==> src/verilog/tdmbp_pkg.sv <==
// shared constants and carrier types for the tdm backplane and host pin block
package tdmbp_pkg;
    localparam int FRAME_SLOTS = 32;
    localparam int SLOT_BITS = 8;
    localparam int SLOT_CNT_W = 5;
    localparam int BIT_CNT_W = 3;
    localparam int CLK_MHZ = 125;
    localparam int STREAM_KBPS = 2048;
    // bit period in clock cycles, rounded down (shorter interval)
    localparam int BIT_CYCLES = (CLK_MHZ * 1000) / STREAM_KBPS;
    localparam int BIT_CYC_W = 7;
    localparam int RESET_MIN_NS = 1000;
    // least reset width rounds up to whole cycles
    localparam int RESET_MIN_CYCLES = (RESET_MIN_NS * CLK_MHZ + 999) / 1000;
    localparam int RST_CNT_W = 8;
    localparam logic [7:0] CAS_TS_FIRST = 8'h01;
    localparam logic [7:0] CAS_TS_LAST = 8'h1f;
    localparam logic [7:0] CAS_TS_SKIP = 8'h10;
    localparam logic [3:0] NIBBLE_IDLE = 4'h0;
    localparam logic [7:0] DATA_RESET = 8'h00;

    // host bus pin group
    typedef struct packed {
        logic chip_select_n;
        logic data_or_read_strobe_n;
        logic bus_style_select;
    } tdmbp_host_t;

    // one transmit slot captured from the backplane
    typedef struct packed {
        logic [4:0] slot;
        logic [7:0] data;
        logic [3:0] sig;
        logic sig_valid;
    } tdmbp_tx_slot_t;
endpackage

==> src/verilog/tdmbp_backplane.sv <==
// backplane tdm streams and host control pins of the framer system side
`timescale 1ns/1ps
`default_nettype none

// Notes on behaviour
// - signalling status output carries 24 or 30 receive nibbles, one per slot, 2.048 Mbit/s
// - select 1: upper nibble valid, lower tristated; select 0: swapped
// - signalling control input used when source select 0, ignored when 1
// - select 1 uses upper input nibble, 0 uses lower; other ignored
// - serial data output carries 24 or 30 received channels at 2.048 Mbit/s
// - host strobe input is active low; data strobe or read strobe by style
// - host bus responds only with chip select low; else all bus pins high-z
// - open-drain interrupt pulls low when pending outside device reset, independent of chip select
// - bus style high selects separate strobes, low selects data strobe style
module tdmbp_backplane #(
    parameter int BIT_CYCLES = tdmbp_pkg::BIT_CYCLES,
    parameter int RESET_MIN_CYCLES = tdmbp_pkg::RESET_MIN_CYCLES
) (
    input wire logic clk_i,
    input wire logic rst_i,
    input wire logic reset_n_i,
    input wire tdmbp_pkg::tdmbp_host_t host_i,
    input wire logic nibble_position_select_i,
    input wire logic signalling_source_select_i,
    input wire logic t1_mode_i,
    input wire logic [7:0] rx_data_i,
    input wire logic [3:0] rx_sig_i,
    input wire logic irq_pending_i,
    input wire logic serial_data_in_i,
    input wire logic signalling_control_in_i,
    output logic serial_data_out_o,
    output logic signalling_status_out_o,
    output logic signalling_status_oe_o,
    output logic frame_pulse_o,
    output logic bit_strobe_o,
    output logic [4:0] rx_slot_o,
    output tdmbp_pkg::tdmbp_tx_slot_t tx_slot_o,
    output logic tx_slot_valid_o,
    output logic bus_data_oe_o,
    output logic bus_read_o,
    output logic bus_write_o,
    output logic irq_n_o,
    output logic irq_oe_o,
    output logic device_reset_o
);
    logic [tdmbp_pkg::BIT_CYC_W-1:0] div_reg;
    logic [tdmbp_pkg::SLOT_CNT_W-1:0] slot_reg;
    logic [tdmbp_pkg::BIT_CNT_W-1:0] bit_reg;
    logic [7:0] tx_shift_reg;
    logic [7:0] out_shift_reg;
    logic [3:0] sig_hold_reg;
    logic [tdmbp_pkg::RST_CNT_W-1:0] rst_cnt_reg;
    logic rst_ok_reg;
    logic dev_rst_reg;

    // channel qualification: t1 carries 24 channels, e1 the 30 cas slots
    function automatic logic slot_carries(input logic [4:0] s, input logic t1);
        logic [7:0] w;
        w = {3'h0, s};
        if (t1)
            slot_carries = (w >= tdmbp_pkg::CAS_TS_FIRST) && (w <= 8'h18);
        else
            slot_carries = (w >= tdmbp_pkg::CAS_TS_FIRST) && (w <= tdmbp_pkg::CAS_TS_LAST)
                && (w != tdmbp_pkg::CAS_TS_SKIP);
    endfunction

    // bit timing; 125 MHz is not a whole multiple of the bit rate, slight drift
    wire bit_tick = (div_reg == tdmbp_pkg::BIT_CYC_W'(BIT_CYCLES - 1));
    wire last_bit = (bit_reg == tdmbp_pkg::BIT_CNT_W'(tdmbp_pkg::SLOT_BITS - 1));
    wire last_slot = (slot_reg == tdmbp_pkg::SLOT_CNT_W'(tdmbp_pkg::FRAME_SLOTS - 1));
    wire [4:0] next_slot = last_slot ? 5'h00 : slot_reg + 5'h01;
    wire next_sig_ok = slot_carries(next_slot, t1_mode_i);
    wire next_dat_ok = slot_carries(next_slot, t1_mode_i);
    // reload word for the next slot; idle slots send zero
    wire [7:0] load_data = next_dat_ok ? rx_data_i : tdmbp_pkg::DATA_RESET;
    // upper half of the slot is bits 7..4 when msb goes first
    wire upper_half = ~bit_reg[2];
    wire sig_half_valid = nibble_position_select_i ? upper_half : ~upper_half;
    wire cur_sig_ok = slot_carries(slot_reg, t1_mode_i);
    // captured transmit word; select 1 keeps upper nibble, 0 the lower
    wire [7:0] tx_word = {tx_shift_reg[6:0], serial_data_in_i};
    wire [3:0] cap_sig = nibble_position_select_i ? sig_hold_reg : {sig_hold_reg[2:0],
        signalling_control_in_i};
    wire sig_use = ~signalling_source_select_i & cur_sig_ok;
    wire cs_active = ~host_i.chip_select_n & rst_ok_reg;
    wire strobe = ~host_i.data_or_read_strobe_n;

    // reset pin qualifier: shorter lows are treated as glitches
    always_ff @(posedge clk_i) begin
        if (rst_i || reset_n_i) begin
            rst_cnt_reg <= '0;
        end else if (rst_cnt_reg != tdmbp_pkg::RST_CNT_W'(RESET_MIN_CYCLES)) begin
            rst_cnt_reg <= rst_cnt_reg + 1'b1;
        end
    end

    // device reset held from a qualified low until the pin rises
    always_ff @(posedge clk_i) begin
        if (rst_i) begin
            dev_rst_reg <= 1'b1;
            rst_ok_reg <= 1'b0;
        end else begin
            if (rst_cnt_reg == tdmbp_pkg::RST_CNT_W'(RESET_MIN_CYCLES))
                dev_rst_reg <= 1'b1;
            else if (reset_n_i)
                dev_rst_reg <= 1'b0;
            rst_ok_reg <= reset_n_i & ~dev_rst_reg;
        end
    end

    // frame counters: 32 slots of 8 bits
    always_ff @(posedge clk_i) begin
        if (rst_i || dev_rst_reg) begin
            div_reg <= '0;
            bit_reg <= '0;
            slot_reg <= '0;
        end else if (bit_tick) begin
            div_reg <= '0;
            bit_reg <= bit_reg + 1'b1;
            if (last_bit)
                slot_reg <= next_slot;
        end else begin
            div_reg <= div_reg + 1'b1;
        end
    end

    // receive shifters, msb first
    always_ff @(posedge clk_i) begin
        if (rst_i || dev_rst_reg) begin
            out_shift_reg <= tdmbp_pkg::DATA_RESET;
            serial_data_out_o <= 1'b0;
            signalling_status_out_o <= 1'b0;
            signalling_status_oe_o <= 1'b0;
        end else if (bit_tick) begin
            if (last_bit)
                out_shift_reg <= load_data;
            else
                out_shift_reg <= {out_shift_reg[6:0], 1'b0};
            serial_data_out_o <= last_bit ? load_data[7] : out_shift_reg[6];
            // outputs for the coming bit; nibble carries rx code when valid
            signalling_status_oe_o <= last_bit ? (next_sig_ok & nibble_position_select_i)
                : (cur_sig_ok & (nibble_position_select_i ? (bit_reg < 3'h3)
                : (bit_reg >= 3'h3)));
            signalling_status_out_o <= last_bit ? rx_sig_i[3]
                : rx_sig_i[2'(3'h2 - bit_reg[1:0])];
        end
    end

    // transmit capture on the last clock of each bit period; signalling only within its selected nibble
    always_ff @(posedge clk_i) begin
        if (rst_i || dev_rst_reg) begin
            tx_shift_reg <= '0;
            sig_hold_reg <= tdmbp_pkg::NIBBLE_IDLE;
            tx_slot_o <= '0;
            tx_slot_valid_o <= 1'b0;
        end else begin
            tx_slot_valid_o <= 1'b0;
            if (bit_tick) begin
                tx_shift_reg <= tx_word;
                if (sig_half_valid && !(last_bit && !nibble_position_select_i))
                    sig_hold_reg <= {sig_hold_reg[2:0], signalling_control_in_i};
                if (last_bit) begin
                    tx_slot_o.slot <= slot_reg;
                    tx_slot_o.data <= tx_word;
                    tx_slot_o.sig <= sig_use ? cap_sig : tdmbp_pkg::NIBBLE_IDLE;
                    tx_slot_o.sig_valid <= sig_use;
                    tx_slot_valid_o <= 1'b1;
                end
            end
        end
    end

    // timing marks, host bus decode and interrupt pin
    always_ff @(posedge clk_i) begin
        if (rst_i) begin
            frame_pulse_o <= 1'b0;
            bit_strobe_o <= 1'b0;
            rx_slot_o <= '0;
            bus_data_oe_o <= 1'b0;
            bus_read_o <= 1'b0;
            bus_write_o <= 1'b0;
            irq_n_o <= 1'b1;
            irq_oe_o <= 1'b0;
            device_reset_o <= 1'b1;
        end else begin
            frame_pulse_o <= bit_tick & last_bit & last_slot;
            bit_strobe_o <= bit_tick;
            rx_slot_o <= slot_reg;
            // separate strobes: strobe is read; data strobe style: strobe is write
            bus_data_oe_o <= cs_active & strobe;
            bus_read_o <= cs_active & strobe & host_i.bus_style_select;
            bus_write_o <= cs_active & strobe & ~host_i.bus_style_select;
            // open drain: drive low only, never high, regardless of chip select
            irq_n_o <= 1'b0;
            irq_oe_o <= irq_pending_i & ~dev_rst_reg;
            device_reset_o <= dev_rst_reg;
        end
    end
endmodule

`default_nettype wire

==> config.mk <==
export PLATFORM = sky130hd
export DESIGN_NAME = tdmbp_backplane
export DESIGN_NICKNAME = d
export VERILOG_FILES = /design/src/verilog/tdmbp_pkg.sv /design/src/verilog/tdmbp_backplane.sv
export SDC_FILE = /design/constraint.sdc
export NUM_CORES = 1
export LEC_CHECK = 0
export ABC_AREA = 1
export BUFFER_PORTS_ARGS = -buffer_cell sky130_fd_sc_hd__clkbuf_2
export CORE_MARGIN = 2
export CORE_UTILIZATION = 49
export DETAILED_ROUTE_END_ITERATION = 10
export HOLD_SLACK_MARGIN = 0.1
export PLACE_DENSITY = 0.74
export REMOVE_ABC_BUFFERS = 1
export SYNTH_ARGS = -nofsm -noshare
export SYNTH_HDL_FRONTEND = slang
export SYNTH_SLANG_ARGS = --single-unit
==> constraint.sdc <==
create_clock -name clk_i -period 1.7 [get_ports clk_i]
set_clock_uncertainty 0.05 [all_clocks]
set_input_delay 0.17 -clock clk_i [delete_from_list [all_inputs] [get_ports clk_i]]
set_output_delay 0.17 -clock clk_i [all_outputs]
set_load 0.05 [all_outputs]
# Word-level counts from Yosys, hierarchy flattened
# Index checks and enable logic that the tools add are counted.
[word_totals]
elab_cells = 94
in_bits = 24
output_inout_bits = 35
register_bits = 78
[op_classes]
magnitude_cmp = 7
eq_ne = 7
bitwise = 18
n_reduce_logical = 15
add_sub_neg = 5
mux = 16
[op_table]
columns = ["op", "count"]
rows = [
  ["$and 1x1->1", 11],
  ["$ge 5x1->1 const B", 2],
  ["$le 5x5->1 const B", 2],
  ["$mux 1", 10],
  ["$ne 5x5->1 const B", 2],
  ["$add 8x1->8 const B", 1],
  ["$eq 8x7->1 const B", 1],
  ["$mux 4", 2],
  ["$mux 8", 1],
  ["$ne 8x7->1 const B", 1],
  ["$add 7x1->7 const B", 1],
  ["$eq 7x6->1 const B", 1],
  ["$mux 7", 1],
  ["$not 1->1", 7],
  ["$logic_and 1x1->1", 6],
  ["$reduce_or 2->1", 3],
  ["$add 5x1->5 const B", 1],
  ["$eq 5x5->1 const B", 1],
  ["$mux 5", 1],
  ["$reduce_and 2->1", 2],
  ["$add 3x1->3 const B", 1],
  ["$eq 3x3->1 const B", 1],
  ["$ge 3x2->1 const B", 1],
  ["$lt 2x3->1 const B", 1],
  ["other kinds (5)", 7],
]

# Longest topological paths before layout
[logic_depth]
ltp_word = 7
depth_mapped = 14
depth_no_buf = 14

# Worst setup path before layout
# OpenSTA, ideal clock, no wires.
[synth_timing]
path_type = "reg-to-reg"
from = "register slot_reg[0] (netlist bit)"
to = "register serial_data_out_o"
setup_slack_ps = -14
path_stages_with_launch = 12
n_path_buf = 0
required_ps = 1537
arrival_time_ps = 1551
setup_time_ps = 113
period_less_slack_ps = 1714
cell_sequence = "dfxtp_1 -> ha_1 -> nand2_1 -> nor2_1 -> ha_1 -> nor2_1 -> o31ai_1 -> nand3_2 -> nand2_1 -> nand2_1 -> nand2_1 -> nand2_1"
[synth_between]
elab_chain_cells = 7
elab_cells_between_ends = 11
classes_between = "add/sub: 1; order compare: 2; eq/ne: 2; mux: 4; reduce/logical: 2"
[synth_lines]
columns = ["element", "line", "rtl"]
rows = [
  ["start, declared", "tdmbp_backplane.sv:47", "logic [tdmbp_pkg::SLOT_CNT_W-1:0] slot_reg;"],
  ["start signal, assigned", "tdmbp_backplane.sv:121", "slot_reg <= next_slot;"],
  ["$add 5x1->5 / $eq 5x5->1 (equally long branches)", "tdmbp_backplane.sv:71, tdmbp_backplane.sv:70", ""],
  ["$mux 5 (*)", "tdmbp_backplane.sv:71", "wire [4:0] next_slot = last_slot ? 5'h00 : slot_reg + 5'h01;"],
  ["$ge 5x1->1 (tied with other cells)", "tdmbp_backplane.sv:61, tdmbp_backplane.sv:63", ""],
  ["$logic_and 1x1->1, on equally long branches", "tdmbp_backplane.sv:64, tdmbp_backplane.sv:61", ""],
  ["$mux 1 (*)", "tdmbp_backplane.sv:60", "if (t1)"],
  ["$mux 8 (*)", "tdmbp_backplane.sv:75", "wire [7:0] load_data = next_dat_ok ? rx_data_i : tdmbp_pkg::DATA_RESET;"],
  ["$mux 1 (*)", "tdmbp_backplane.sv:139", "serial_data_out_o <= last_bit ? load_data[7] : out_shift_reg[6];"],
  ["end signal, assigned", "tdmbp_backplane.sv:139", ""],
  ["end, declared", "tdmbp_backplane.sv:31", "output logic serial_data_out_o,"],
]
# Every way passes the cells marked *; elsewhere a longest branch is shown, timed or not.
# A chain may end at the register's enable or synchronous reset.

# Worst setup path after layout
[layout_timing]
from = "register slot_reg[0] (netlist bit)"
to = "register signalling_status_oe_o"
[layout_between]
elab_chain_cells = 7
elab_cells_between_ends = 18
classes_between = "add/sub: 1; order compare: 4; eq/ne: 3; mux: 4; bitwise: 2; reduce/logical: 4"
[layout_lines]
columns = ["element", "line", "rtl"]
rows = [
  ["$add 5x1->5 / $eq 5x5->1 (equally long branches)", "tdmbp_backplane.sv:71, tdmbp_backplane.sv:70", ""],
  ["$mux 5", "tdmbp_backplane.sv:71", ""],
  ["$ge 5x1->1 (tied with other cells)", "tdmbp_backplane.sv:61, tdmbp_backplane.sv:63", ""],
  ["$logic_and 1x1->1, on equally long branches", "tdmbp_backplane.sv:64, tdmbp_backplane.sv:61", ""],
  ["$mux 1", "tdmbp_backplane.sv:60", ""],
  ["$and 1x1->1", "tdmbp_backplane.sv:141", "signalling_status_oe_o <= last_bit ? (next_sig_ok & nibble_position_select_i)"],
  ["$mux 1 (*)", "tdmbp_backplane.sv:141", ""],
  ["end signal, assigned", "tdmbp_backplane.sv:141", ""],
  ["end, declared", "tdmbp_backplane.sv:33", "output logic signalling_status_oe_o,"],
]
# Marked as above.

==> impl_metrics.json <==
{
  "status": "finished, violations left",
  "violations": "negative setup slack",
  "post-place-cells": 565,
  "syn_avg_cell_area_um2": 7.72,
  "h-tree-depth": 3,
  "critical_path_required_ns": 1.90,
  "antenna_found_initial": 0,
  "hold_viol": 0,
  "std_cell_rows": 29,
  "power_uw": 3640,
  "first_pass_iters": 4,
  "ys_seq_area_share_pct": 48.3,
  "worstPathCellList": "ha_4 > nand2_4 > nor2_4 > ha_4 > nor2_4 > o31ai_4 > buf_6 > nand3_4 > nand2_1 > nand2_1 > nand2_1 > nand2_1",
  "final_cell_mix": "nand2_1, dfxtp_1, clkbuf_2, inv_1, a21oi_1",
  "dieArea_um2": 7260,
  "multi_input_area_um2": 1650,
  "path_max_fanout": 4,
  "drive_gt1_share_pct": 30.5,
  "wirelength_um": 8060,
  "postRouteAntennaNets": 0,
  "clk_pin_slew_ns": 0.08,
  "regArea_um2": 1570,
  "irDropWorstVdd_mv": 0.637,
  "num_io_pins": 59,
  "grt_pass1_wl_um": 12600,
  "synth_area_um2": 3230,
  "detail_route.wl_per_cell_um": 13.4,
  "die_y_um": 85.2,
  "grt_setup_unrepaired": "true",
  "die_w_um": 85.2,
  "n_antenna_cell": 0,
  "grt_remaining_overflow": 0,
  "ff2ff_setup_slack_ns": -0.11,
  "max_stage_delay_ns": 0.37,
  "cp_slowest_cell": "dfxtp_4",
  "gp_congestion": 0.971,
  "power_density_nw_per_um2": 822,
  "power_frac_clock_pct": 45.5,
  "ys_warn_count": 0,
  "start_util_pct": 50.9,
  "pwr-share-seq_pct": 50.5,
  "crit_type": "reg -> reg",
  "internal-power_uw": 2900,
  "startpoint_type": "flop",
  "port_buffers": 58,
  "clk_latency_ns": 0.36,
  "drv_cap": 0,
  "grt.total_usage_pct": 21.7,
  "nNetsFinal": 557,
  "pwr-share-comb_pct": 4.0,
  "fill_cells": 504,
  "cp.arrival_ns": 2.01,
  "core_um2": 6350,
  "cts_buffer_depth": 2,
  "worst_pin_slew_ns": 0.336,
  "place_hpwl_um": 5000,
  "hold_path_class": "in -> reg",
  "ys_ff_latch": 78,
  "largest_reg_flops": 18,
  "grt_start_max_net_pins": 21,
  "finalMaxSlewViolations": 0,
  "drt_iter0_markers": 164,
  "grt_pass1_vias": 2780,
  "cp_common_cell": "nand2_1",
  "final-setup-viol-count": 9,
  "synthCells": 419,
  "cts_sinks": 78,
  "fmax_ghz": 0.554,
  "slew_headroom_pct": 77.5,
  "syn_to_final_growth_pct": 37.1,
  "cts_tree": "built",
  "final_common_cell": "nand2_1",
  "cts_buffers": 9,
  "sw_frac_of_total_pct": 20.5,
  "vias_per_cell": 5.07,
  "finalNonFillerCells": 602,
  "power_leakage_uw": 0.00202,
  "cts_root_buf": "clkbuf_8",
  "min_period_over_period_pct": 106,
  "synth_cell_types": 31,
  "layout_min_cycle_time_ns": 1.81,
  "post-place-ws_ns": -0.201,
  "vias": 3050,
  "p_sw_uw": 745,
  "drc_errors": 0,
  "critPathCaptureType": "flop",
  "worst_slack_ns": -0.106
}
==> cells in the mapped netlist <==
cell / n / share of area (%)
nand2_2: 1 / 0.19
nand4_1: 7 / 1.4
o21ai_1: 12 / 1.9
or2_2: 3 / 0.58
o21ai_0: 21 / 3.3
nor4_1: 1 / 0.19
nand3_2: 2 / 0.62
nor3_1: 5 / 0.77
dfxtp_1: 78 / 48
ha_1: 12 / 4.6
a211oi_1: 2 / 0.46
nand2_4: 1 / 0.35
buf_4: 1 / 0.23
buf_2: 5 / 0.77
nor2_8: 1 / 0.62
nand2_1: 106 / 12
clkbuf_1: 4 / 0.46
nand4_4: 1 / 0.66
clkinv_2: 1 / 0.15
buf_6: 2 / 0.70
a21oi_1: 38 / 5.9
xnor2_1: 3 / 0.81
nor3b_1: 1 / 0.23
nor2_1: 34 / 3.9
nand3_1: 14 / 2.2
inv_2: 1 / 0.12
inv_1: 51 / 5.9
o211ai_1: 1 / 0.23
xor2_1: 3 / 0.81
o22ai_1: 6 / 1.2
o31ai_1: 1 / 0.23
==> stage by stage <==
| step | cell area [um2] | hold slack (ns) | util (%) | setup TNS [ns] |
|---|---|---|---|---|
| 2_1_floorplan | 3160 | 0.148 | - | -8.01 |
| 3_3_place_gp | 3750 | 0.295 | 59.0 | -0.888 |
| 3_5_place_dp | 3750 | 0.308 | 59.0 | -1.69 |
| 4_1_cts | 4210 | 0.104 | 66.3 | -0.0382 |
| 5_1_grt | 4430 | 0.149 | 69.8 | -1.53 |
| 6_report | 4430 | 0.121 | 69.8 | -0.678 |
==> critical path: cells and delay by family, from the launching register on <==
kind / cells / cell delay (ns)
buf+inv: 1 / 0.15
flops: 1 / 0.37
simple gates: 8 / 0.53
fa+ha+maj: 2 / 0.32
compound gates: 1 / 0.28
==> metal layers <==
| layer | GRT usage [%] | vias up | routed length (um) |
|---|---|---|---|
| met4 | 11.3 | 0 | 204 |
| met2 | 36.2 | 76 | 4020 |
| met1 | 26.9 | 1405 | 3530 |
| met5 | 0 | - | 0 |
| li1 | - | 1553 | - |
| met3 | 3.79 | 16 | 306 |
==> final timing paths <==
kind,startpoint,to,depth (start not counted)
worst max register to register,slot_reg[0],signalling_status_oe_o,12
worst min-delay path,signalling_source_select_i,tx_slot_o[0],4
worst max-delay path,slot_reg[0],signalling_status_oe_o,12
worst min register to register,serial_data_out_o,serial_data_out_o,2
==> cell families (layout without fill, tap and decap cells) <==
group	after synthesis	count (layout)	synth area share (%)
DFF	78	78	48.3
adders and majority gates	12	12	4.64
xor gates and xnor gates	6	6	1.63
AOI/OAI and AO/OA	81	81	13.1
buffers and inverters	65	170	8.36
and+or+nand+nor	177	178	24.0
==> final cells by class <==
cell class | count | area share, %
repair inverters | 1 | 0.113
clock buffers | 11 | 3.19
clock inverters | 4 | 2.15
repair buffers | 101 | 15.1
multi-input cells | 277 | 37.2
well taps | 77 | 2.17
flip-flops and latches | 78 | 35.5
inverters | 53 | 4.66
==> power by group through the flow <==
stage,combinational [uW],sequential [uW],clock [uW]
CTS,138,1840,1680
global route,160,1840,1740
detailed placement,121,1890,0
finish,145,1840,1660
global placement,119,1890,0
floorplan,44.9,1900,0
==> repair_timing <==
item | CTS | global route
hold buffers | 11 | 0
setup endpoints to repair | 12 | 39
endpoints found under the hold margin | 14 | 0
cloned | 1 | 1
buffers inserted | 5 | 5
pin swaps | 3 | 21
resized for setup | 16 | 52
Power figures use the tool's default switching activity.
